--- src/shared/lpmc_consts.vh ---
`ifndef LPMC_CONSTS_VH
`define LPMC_CONSTS_VH

// ------------------------------------------------------------
// Register byte offsets
// ------------------------------------------------------------
`define LPMC_OFF_CTRL     12'h000
`define LPMC_OFF_PRESC    12'h004
`define LPMC_OFF_AHB_EN   12'h008
`define LPMC_OFF_APBL_EN  12'h00C
`define LPMC_OFF_APBH_EN  12'h010
`define LPMC_OFF_STATUS   12'h014
`define LPMC_OFF_IRQ_ST   12'h018
`define LPMC_OFF_IRQ_MSK  12'h01C

// ------------------------------------------------------------
// Control register fields
// ------------------------------------------------------------
`define LPMC_CTRL_SOE     0
`define LPMC_CTRL_DEEP    1
`define LPMC_CTRL_PDS     2
`define LPMC_CTRL_LPR     3

// ------------------------------------------------------------
// Prescaler register fields (divide ratio = field + 1)
// ------------------------------------------------------------
`define LPMC_PRE_SYS_LSB  0
`define LPMC_PRE_AHB_LSB  4
`define LPMC_PRE_APBL_LSB 8
`define LPMC_PRE_APBH_LSB 12
`define LPMC_PRE_W        4

// ------------------------------------------------------------
// Mode encodings, shown in the status register
// ------------------------------------------------------------
`define LPMC_MODE_RUN     3'h0
`define LPMC_MODE_SLEEP   3'h1
`define LPMC_MODE_SOE     3'h2
`define LPMC_MODE_STOP    3'h3
`define LPMC_MODE_STBY    3'h4

// ------------------------------------------------------------
// Interrupt status bits
// ------------------------------------------------------------
`define LPMC_IRQ_SLEEP    0
`define LPMC_IRQ_STOP     1
`define LPMC_IRQ_STBY     2
`define LPMC_IRQ_WAKE     3
`define LPMC_IRQ_W        4

// ------------------------------------------------------------
// Reset values
// ------------------------------------------------------------
`define LPMC_RST_CTRL     32'h00000000
`define LPMC_RST_PRESC    32'h00000000
`define LPMC_RST_EN       32'hFFFFFFFF

`endif

--- src/logic/lpmc_ctrl.v ---
// Behaviour
// - After any reset the block is in Run with the CPU clock running.
// - Wait instruction with deep select and return select clear enters Sleep at once.
// - With return select set, Sleep is entered when the last ISR returns.
// - Return-sleep needs the interrupt wait, deep clear, return set; interrupts end it.
// - Interrupt-wait Sleep ends on any interrupt taken by the interrupt controller.
// - Event-wait Sleep ends on the first event: local interrupt or event line.
// - Sleep gates only the CPU clock; all else and the regulator stay on.
// - Leaving Sleep adds no latency cycle.
// - Deep set, power-down clear gives Stop; clocks, oscillators off; event line wakes.
// - Deep and power-down set give Standby: core domain, oscillators, regulator off.
// - System, AHB and both APB clocks have programmable prescalers in Run.
// - Each peripheral bus clock can be gated at any time by an enable bit.
`timescale 1ns/10ps
`include "lpmc_consts.vh"

module lpmc_ctrl #(
  parameter NPER = 32
) (
  input  wire            pclk,
  input  wire            presetn,
  input  wire            psel,
  input  wire            penable,
  input  wire            pwrite,
  input  wire [11:0]     paddr,
  input  wire [31:0]     pwdata,
  output reg  [31:0]     prdata,
  output wire            pready,
  output wire            pslverr,
  input  wire            wait_for_interrupt_instr,
  input  wire            wait_for_event_instr,
  input  wire            isr_return_last,
  input  wire            irq_acknowledged,
  input  wire            local_irq_event,
  input  wire [15:0]     external_event_lines,
  output wire            cpu_clock_en,
  output reg             system_clock_en,
  output reg             ahb_clock_en,
  output reg             apb_low_clock_en,
  output reg             apb_high_clock_en,
  output wire [NPER-1:0] ahb_periph_clock_en,
  output wire [NPER-1:0] apb_low_periph_clock_en,
  output wire [NPER-1:0] apb_high_periph_clock_en,
  output wire            internal_fast_oscillator_en,
  output wire            external_fast_oscillator_en,
  output wire            regulator_on,
  output wire            regulator_low_power,
  output wire            core_domain_power_on,
  output wire [2:0]      power_mode,
  output wire            irq
);

  // ------------------------------------------------------------
  // Registers
  // ------------------------------------------------------------
  reg  [3:0]             ctrl_q;
  reg  [15:0]            presc_q;
  reg  [NPER-1:0]        ahb_en_q;
  reg  [NPER-1:0]        apbl_en_q;
  reg  [NPER-1:0]        apbh_en_q;
  reg  [`LPMC_IRQ_W-1:0] irq_st_q;
  reg  [`LPMC_IRQ_W-1:0] irq_msk_q;
  reg  [2:0]             mode_q;
  reg  [2:0]             mode_d;
  reg                    via_event_q;
  reg                    via_event_d;
  reg  [15:0]            ext_s1_q;
  reg  [15:0]            ext_s2_q;
  reg  [15:0]            ext_s3_q;
  reg  [3:0]             cnt_sys_q;
  reg  [3:0]             cnt_ahb_q;
  reg  [3:0]             cnt_apbl_q;
  reg  [3:0]             cnt_apbh_q;
  reg  [15:0]            ext_lvl_q;
  reg                    soe_arm_q;
  reg                    soe_arm_d;

  wire                   wr_en;
  wire                   rd_en;
  wire                   sel_ok;
  wire                   ext_evt;
  wire                   any_wait;
  wire                   sleep_wake;
  wire                   stop_wake;
  wire [`LPMC_IRQ_W-1:0] irq_set;
  wire [`LPMC_IRQ_W-1:0] irq_clr;

  localparam [2:0] ST_RUN   = `LPMC_MODE_RUN;
  localparam [2:0] ST_SLEEP = `LPMC_MODE_SLEEP;
  localparam [2:0] ST_SOE   = `LPMC_MODE_SOE;
  localparam [2:0] ST_STOP  = `LPMC_MODE_STOP;
  localparam [2:0] ST_STBY  = `LPMC_MODE_STBY;

  // Reset values at full word width, cut to each register below
  localparam [31:0] RST_CTRL  = `LPMC_RST_CTRL;
  localparam [31:0] RST_PRESC = `LPMC_RST_PRESC;
  localparam [31:0] RST_EN    = `LPMC_RST_EN;

  // ------------------------------------------------------------
  // Helpers
  // ------------------------------------------------------------
  function decoded;
    input [11:0] addr;
    begin
      decoded = (addr[1:0] == 2'h0) && (addr <= `LPMC_OFF_IRQ_MSK);
    end
  endfunction

  // Counter wraps at the ratio and flags one cycle per period
  function [3:0] div_next;
    input [3:0] cnt;
    input [3:0] ratio;
    begin
      div_next = (cnt >= ratio) ? 4'h0 : cnt + 4'h1;
    end
  endfunction

  // ------------------------------------------------------------
  // APB slave: zero wait state, error on unmapped address
  // ------------------------------------------------------------
  assign sel_ok  = decoded(paddr);
  assign pready  = 1'b1;
  assign pslverr = psel & penable & ~sel_ok;
  assign wr_en   = psel & penable & pwrite & sel_ok;
  assign rd_en   = psel & ~penable & ~pwrite;

  always @(posedge pclk or negedge presetn) begin
    if (!presetn) begin
      ctrl_q    <= RST_CTRL[3:0];
      presc_q   <= RST_PRESC[15:0];
      ahb_en_q  <= RST_EN[NPER-1:0];
      apbl_en_q <= RST_EN[NPER-1:0];
      apbh_en_q <= RST_EN[NPER-1:0];
      irq_msk_q <= {`LPMC_IRQ_W{1'b0}};
    end else if (wr_en) begin
      case (paddr)
        `LPMC_OFF_CTRL:    ctrl_q    <= pwdata[3:0];
        `LPMC_OFF_PRESC:   presc_q   <= pwdata[15:0];
        `LPMC_OFF_AHB_EN:  ahb_en_q  <= pwdata[NPER-1:0];
        `LPMC_OFF_APBL_EN: apbl_en_q <= pwdata[NPER-1:0];
        `LPMC_OFF_APBH_EN: apbh_en_q <= pwdata[NPER-1:0];
        `LPMC_OFF_IRQ_MSK: irq_msk_q <= pwdata[`LPMC_IRQ_W-1:0];
        default: begin
        end
      endcase
    end
  end

  // Read data registered in the setup cycle so it stands in the access phase
  always @(posedge pclk or negedge presetn) begin
    if (!presetn) begin
      prdata <= 32'h00000000;
    end else if (rd_en) begin
      case (paddr)
        `LPMC_OFF_CTRL:    prdata <= {28'h0000000, ctrl_q};
        `LPMC_OFF_PRESC:   prdata <= {16'h0000, presc_q};
        `LPMC_OFF_AHB_EN:  prdata <= ahb_en_q;
        `LPMC_OFF_APBL_EN: prdata <= apbl_en_q;
        `LPMC_OFF_APBH_EN: prdata <= apbh_en_q;
        `LPMC_OFF_STATUS:  prdata <= {28'h0000000, via_event_q, mode_q};
        `LPMC_OFF_IRQ_ST:  prdata <= {28'h0000000, irq_st_q};
        `LPMC_OFF_IRQ_MSK: prdata <= {28'h0000000, irq_msk_q};
        default:           prdata <= 32'h00000000;
      endcase
    end
  end

  // ------------------------------------------------------------
  // External event line synchroniser
  // ------------------------------------------------------------
  always @(posedge pclk or negedge presetn) begin
    if (!presetn) begin
      ext_s1_q <= 16'h0000;
      ext_s2_q <= 16'h0000;
      ext_s3_q <= 16'h0000;
    end else begin
      ext_s1_q <= external_event_lines;
      ext_s2_q <= ext_s1_q;
      ext_s3_q <= ext_s2_q;
    end
  end

  // Level accepted once the second and third stages agree; an event is a
  // rise of that level, so a glitch seen by one stage only is ignored
  always @(posedge pclk or negedge presetn) begin
    if (!presetn) begin
      ext_lvl_q <= 16'h0000;
    end else begin
      ext_lvl_q <= (ext_s2_q & ext_s3_q) | (ext_lvl_q & (ext_s2_q | ext_s3_q));
    end
  end

  assign ext_evt = |(ext_s2_q & ext_s3_q & ~ext_lvl_q);

  // ------------------------------------------------------------
  // Return-sleep arming
  // ------------------------------------------------------------
  // Only an interrupt wait arms return-sleep; once armed, every return
  // from the last ISR sleeps again until software drops the select or sets deep
  always @* begin
    soe_arm_d = soe_arm_q;
    if (!ctrl_q[`LPMC_CTRL_SOE] || ctrl_q[`LPMC_CTRL_DEEP]) begin
      soe_arm_d = 1'b0;
    end else if ((mode_q == ST_RUN) && wait_for_interrupt_instr) begin
      soe_arm_d = 1'b1;
    end
  end

  always @(posedge pclk or negedge presetn) begin
    if (!presetn) begin
      soe_arm_q <= 1'b0;
    end else begin
      soe_arm_q <= soe_arm_d;
    end
  end

  // ------------------------------------------------------------
  // Mode state machine
  // ------------------------------------------------------------
  assign any_wait   = wait_for_interrupt_instr | wait_for_event_instr;
  // Event-wait exits on local interrupt or event line; interrupt-wait on ack
  assign sleep_wake = via_event_q ? (local_irq_event | ext_evt)
                                  : irq_acknowledged;
  assign stop_wake  = ext_evt;

  always @* begin
    mode_d      = mode_q;
    via_event_d = via_event_q;
    case (mode_q)
      ST_RUN: begin
        if (any_wait && ctrl_q[`LPMC_CTRL_DEEP]) begin
          via_event_d = wait_for_event_instr;
          mode_d = ctrl_q[`LPMC_CTRL_PDS] ? ST_STBY : ST_STOP;
        end else if (any_wait && !ctrl_q[`LPMC_CTRL_SOE]) begin
          via_event_d = wait_for_event_instr;
          mode_d = ST_SLEEP;
        end else if (isr_return_last && soe_arm_q && ctrl_q[`LPMC_CTRL_SOE]
                     && !ctrl_q[`LPMC_CTRL_DEEP]) begin
          via_event_d = 1'b0;
          mode_d = ST_SOE;
        end
      end
      ST_SLEEP: begin
        if (sleep_wake) begin
          mode_d = ST_RUN;
        end
      end
      ST_SOE: begin
        if (irq_acknowledged) begin
          mode_d = ST_RUN;
        end
      end
      ST_STOP: begin
        if (stop_wake) begin
          mode_d = ST_RUN;
        end
      end
      ST_STBY: begin
        // Left only by a reset of the core domain
        mode_d = ST_STBY;
      end
      default: begin
        mode_d = ST_RUN;
      end
    endcase
  end

  always @(posedge pclk or negedge presetn) begin
    if (!presetn) begin
      mode_q      <= ST_RUN;
      via_event_q <= 1'b0;
    end else begin
      mode_q      <= mode_d;
      via_event_q <= via_event_d;
    end
  end

  // ------------------------------------------------------------
  // Interrupt status
  // ------------------------------------------------------------
  assign irq_set[`LPMC_IRQ_SLEEP] = (mode_q == ST_RUN) &&
                                    ((mode_d == ST_SLEEP) || (mode_d == ST_SOE));
  assign irq_set[`LPMC_IRQ_STOP]  = (mode_q == ST_RUN) && (mode_d == ST_STOP);
  assign irq_set[`LPMC_IRQ_STBY]  = (mode_q == ST_RUN) && (mode_d == ST_STBY);
  assign irq_set[`LPMC_IRQ_WAKE]  = (mode_q != ST_RUN) && (mode_d == ST_RUN);
  assign irq_clr = (wr_en && paddr == `LPMC_OFF_IRQ_ST) ?
                   pwdata[`LPMC_IRQ_W-1:0] : {`LPMC_IRQ_W{1'b0}};

  // Set wins over a clear in the same cycle
  always @(posedge pclk or negedge presetn) begin
    if (!presetn) begin
      irq_st_q <= {`LPMC_IRQ_W{1'b0}};
    end else begin
      irq_st_q <= (irq_st_q & ~irq_clr) | irq_set;
    end
  end

  assign irq = |(irq_st_q & irq_msk_q);

  // ------------------------------------------------------------
  // Run-mode clock prescalers (one-cycle enable pulses)
  // ------------------------------------------------------------
  always @(posedge pclk or negedge presetn) begin
    if (!presetn) begin
      cnt_sys_q         <= 4'h0;
      cnt_ahb_q         <= 4'h0;
      cnt_apbl_q        <= 4'h0;
      cnt_apbh_q        <= 4'h0;
      system_clock_en   <= 1'b0;
      ahb_clock_en      <= 1'b0;
      apb_low_clock_en  <= 1'b0;
      apb_high_clock_en <= 1'b0;
    end else begin
      cnt_sys_q  <= div_next(cnt_sys_q, presc_q[`LPMC_PRE_SYS_LSB +: `LPMC_PRE_W]);
      cnt_ahb_q  <= div_next(cnt_ahb_q, presc_q[`LPMC_PRE_AHB_LSB +: `LPMC_PRE_W]);
      cnt_apbl_q <= div_next(cnt_apbl_q, presc_q[`LPMC_PRE_APBL_LSB +: `LPMC_PRE_W]);
      cnt_apbh_q <= div_next(cnt_apbh_q, presc_q[`LPMC_PRE_APBH_LSB +: `LPMC_PRE_W]);
      // Stop and Standby halt every core-domain clock
      system_clock_en   <= (mode_d != ST_STOP) && (mode_d != ST_STBY) &&
                           (cnt_sys_q == 4'h0);
      ahb_clock_en      <= (mode_d != ST_STOP) && (mode_d != ST_STBY) &&
                           (cnt_ahb_q == 4'h0);
      apb_low_clock_en  <= (mode_d != ST_STOP) && (mode_d != ST_STBY) &&
                           (cnt_apbl_q == 4'h0);
      apb_high_clock_en <= (mode_d != ST_STOP) && (mode_d != ST_STBY) &&
                           (cnt_apbh_q == 4'h0);
    end
  end

  // ------------------------------------------------------------
  // Clock and power outputs
  // ------------------------------------------------------------
  // CPU clock gate follows the state directly so wakeup costs no cycle
  assign cpu_clock_en = (mode_q == ST_RUN);
  // Sleep leaves peripheral gates alone; software should trim them first
  assign ahb_periph_clock_en      = (ahb_clock_en) ? ahb_en_q : {NPER{1'b0}};
  assign apb_low_periph_clock_en  = (apb_low_clock_en) ? apbl_en_q : {NPER{1'b0}};
  assign apb_high_periph_clock_en = (apb_high_clock_en) ? apbh_en_q : {NPER{1'b0}};
  assign internal_fast_oscillator_en = (mode_q != ST_STOP) && (mode_q != ST_STBY);
  assign external_fast_oscillator_en = (mode_q != ST_STOP) && (mode_q != ST_STBY);
  assign regulator_on         = (mode_q != ST_STBY);
  assign regulator_low_power  = (mode_q == ST_STOP) && ctrl_q[`LPMC_CTRL_LPR];
  assign core_domain_power_on = (mode_q != ST_STBY);
  assign power_mode           = mode_q;

endmodule

--- config.mk ---
export PLATFORM = sky130hd
export DESIGN_NAME = lpmc_ctrl
export DESIGN_NICKNAME = d
export VERILOG_FILES = /design/src/logic/lpmc_ctrl.v
export VERILOG_INCLUDE_DIRS = /design/src /design/src/shared
export SDC_FILE = /design/constraint.sdc
export NUM_CORES = 1
export LEC_CHECK = 0
export ABC_CLOCK_PERIOD_IN_PS = 2100
export BUFFER_PORTS_ARGS = -buffer_cell sky130_fd_sc_hd__buf_4
export CORE_MARGIN = 3
export CORE_UTILIZATION = 44
export CTS_BUF_LIST = sky130_fd_sc_hd__clkbuf_8
export DETAILED_ROUTE_END_ITERATION = 10
export PLACE_DENSITY = 0.66
export SLEW_MARGIN = 10
export SYNTH_ARGS = -nofsm -noshare
export SYNTH_HDL_FRONTEND = slang
export SYNTH_SLANG_ARGS = --single-unit
--- constraint.sdc ---
create_clock -name pclk -period 2.1 [get_ports pclk]
set_clock_uncertainty 0.05 [all_clocks]
set_input_delay 0.105 -clock pclk [delete_from_list [all_inputs] [get_ports pclk]]
set_output_delay 0.105 -clock pclk [all_outputs]
set_load 0.01 [all_outputs]
==> results_dict.tcl <==
set metrics [dict create \
    status "complete, no violations" \
    netlist.area_leader.share 0.343 \
    arrival_ns 2.36 \
    root_buffer "clkbuf_8" \
    synth_area_leaders "dfrtp_1, dfstp_2, mux2_2" \
    final_layout_size_suffix_gt1_frac 0.426 \
    ys_seq_area_frac 0.575 \
    cts.clk_slew.worst_paths_ns 0.06 \
    final_util 0.610 \
    diodes 0 \
    use_met3 0.0426 \
    instances_no_fill 1548 \
    clock-sinks 245 \
    maxCapViolations 0 \
    gp_congestion 0.777 \
    final_cell_area_um2 14600 \
    p_leak_nw 6.88 \
    start_util 0.455 \
    grt_antenna_before_repair 0 \
    core_um2 23900 \
    end_kind "flip-flop" \
    drtIter0Drc 618 \
    wl_mm 29.9 \
    yosys.area.top_type "dfrtp_1" \
    ys_seq_elements 245 \
    worstReg2RegStart "power_mode[0]" \
    hold_slack_ns 0.0579 \
    rrSetupSlack_ns 0.11 \
    netlist_area_um2 10900 \
    cts_max_level 2 \
    crit_path_start_kind "flip-flop" \
    crit_top_cell "buf_4" \
    nets 1293 \
    slew_violations 0 \
    slowest_delay_ns 0.49 \
    top_usage_layer "met2" \
    gr-usage-all-layers 0.226 \
    synth.distinct_cells 55 \
    fmax_ghz 0.503 \
    die_y_um 163 \
    slowest_stage "or4_1" \
    wl_per_cell_um 19.3 \
    die_w_um 163 \
    cpLargestDelayFamily "simple AND/OR/NAND/NOR gates" \
    vias 8098 \
    globalRouteMet1Util 0.310 \
    power_density_nw_per_um2 784 \
    drt.antenna.violating_nets 0 \
    relSlewSlack 0.524 \
    cts_tree "done" \
    grt_max_degree 78 \
    vdd_drop_max_mv 0.392 \
    period_share 0.947 \
    critPathMaxFanout 7 \
    setup_violations 0 \
    viasPerCell 5.23 \
    synth_cells 882 \
    synthToLayoutAreaGrowth_pct 34.1 \
    fin_crit_ns 1.99 \
    dr.pass1.iters 6 \
    rows 56 \
    ys_async_sr_fraction 1.00 \
    syn-num-nets 976 \
    synthTopCellsByCount "dfrtp_1, and2_1, dfstp_2" \
    synth.avg_cell_area_um2 12.3 \
    ys.flop_type "dfrtp_1" \
    crit_chain "buf_4 -> o21a_1 -> or4_1 -> a21boi_2 -> o21bai_1 -> buf_4 -> nor4b_2 -> buf_4" \
    synth_edf_count 0 \
    min_path_type "in2async" \
    hold_viol_final 0 \
    use_met2 0.362 \
    ys_warn_count 0 \
    path_class "reg2reg" \
    overflow 0 \
    dp_cells 1418 \
    insertion_delay_ns 0.53 \
    grt_pass1_wl_mm 47.4 \
    worst_pin_slew_ns 0.712 \
    drc 0 \
    ios 214 \
    dpl-instance-area_um2 13100 \
    cts_buffers 43 \
    cts.path.max_buffers 3 \
    rr_worst_depth 8 \
    dp_hpwl_mm 20.5 \
    yosysMostFrequentCell "dfrtp_1" \
    die_area_um2 26600 \
    r2r-end "system_clock_en" \
    critPathRequiredTime_ns 2.47 \
    grt_pass1_vias 8576 \
    crit_buf_inv 3 \
    portBuffers 212 \
]
-- where the power goes --
group	total (mW)	switching, mW	internal, mW
registers	5.32	0.290	5.03
clock network	4.39	1.89	2.50
logic	1.72	0.936	0.780
total	11.4	3.12	8.31
-- worst max path at each step --
stage / startpoint / endpoint / cells after the start
floorplan: paddr[9] / apbl_en_q[10] / 8
global placement: power_mode[1] / system_clock_en / 7
detailed placement: power_mode[0] / system_clock_en / 8
CTS: power_mode[0] / system_clock_en / 8
global route: power_mode[2] / system_clock_en / 8
finish: power_mode[0] / system_clock_en / 8
-- state kept, by name, summed over array words and instances, names as in the netlist, 16 cells and up --
register and cells:
ahb_en_q 32, apbh_en_q 32, apbl_en_q 32, ext_lvl_q 16
ext_s1_q 16, ext_s2_q 16, ext_s3_q 16, prdata 32
presc_q 16
-- worst register-to-register path, delay by kind of cell, from the launching register on --
kind,cells,cell delay (ns)
and+or+nand+nor,2,0.55
buffers and inverters,3,0.47
DFF,1,0.37
AOI/OAI and AO/OA,3,0.45
-- cell usage in the layout (no fill, tap or decap), types with 4 or more instances in the layout --
cell type / Yosys / final
nor2b_1: 9 / 7
nor4b_1: 5 / 4
ha_1: 24 / 24
clkbuf_8: 0 / 56
mux2_2: 78 / 78
a22o_1: 14 / 14
nor2_1: 25 / 25
and3_1: 5 / 5
and2_1: 98 / 99
dfstp_2: 96 / 96
nand3b_1: 16 / 16
nand2_1: 64 / 64
dlygate4sd3_1: 0 / 53
mux2_1: 31 / 31
dfrtp_1: 149 / 149
nand3_1: 5 / 5
inv_1: 28 / 42
o21ai_0: 53 / 53
a221oi_1: 10 / 10
buf_12: 0 / 8
a222oi_1: 22 / 22
nor3_1: 4 / 4
maj3_1: 16 / 16
mux2i_1: 4 / 4
xnor2_1: 4 / 4
nand2b_1: 12 / 12
buf_4: 12 / 263
nand4_1: 5 / 5
a21oi_1: 8 / 8
xor2_1: 4 / 4
-- metrics by stage --
step / TNS [ns] / setup WS (ns) / power, mW
after detailed placement: -6.17 / -0.136 / 7.02
after global placement: -4.25 / -0.140 / 6.95
after floorplan: -0.293 / -0.00978 / 6.17
after global routing: -0.00767 / -0.00767 / 12.1
after CTS: 0 / 0.0407 / 11.6
final: 0 / 0.112 / 11.4
-- layer usage --
layer / vias to the layer above / share of wire
li1: 3739 / -
met1: 4032 / 0.44
met2: 268 / 0.47
met3: 59 / 0.058
met4: 0 / 0.029
met5: - / 0
-- kinds of logic (layout without fill, tap and decap cells) --
kind of cell             Yosys count  in the layout  share of synthesized area
multiplexers                     115            115                      0.121
flip-flops                       245            245                      0.575
AO/OA/AOI/OAI                    126            126                     0.0809
other                              1              1                   0.000345
adder cells (fa/ha/maj)           40             40                     0.0424
buffers and inverters             81            428                     0.0366
XOR/XNOR                           8              8                    0.00645
AND/OR/NAND/NOR                  266            266                      0.137
-- final cells by class --
type	instances	area, um2
fillers	1948	9320
flip-flops and latches	245	6250
multi-input cells	556	4260
repair buffers	325	2680
clock buffers	56	771
well taps	319	399
clock inverters	19	108
inverters	28	105
-- repair_timing --
item	in CTS	in global routing
buffers inserted	0	2
hold endpoints to repair	320	0
setup endpoints to repair	1	1
pin swaps	0	0
resized for setup	3	3
hold buffers	53	0
Note: power is estimated with default switching activity, not from simulation.
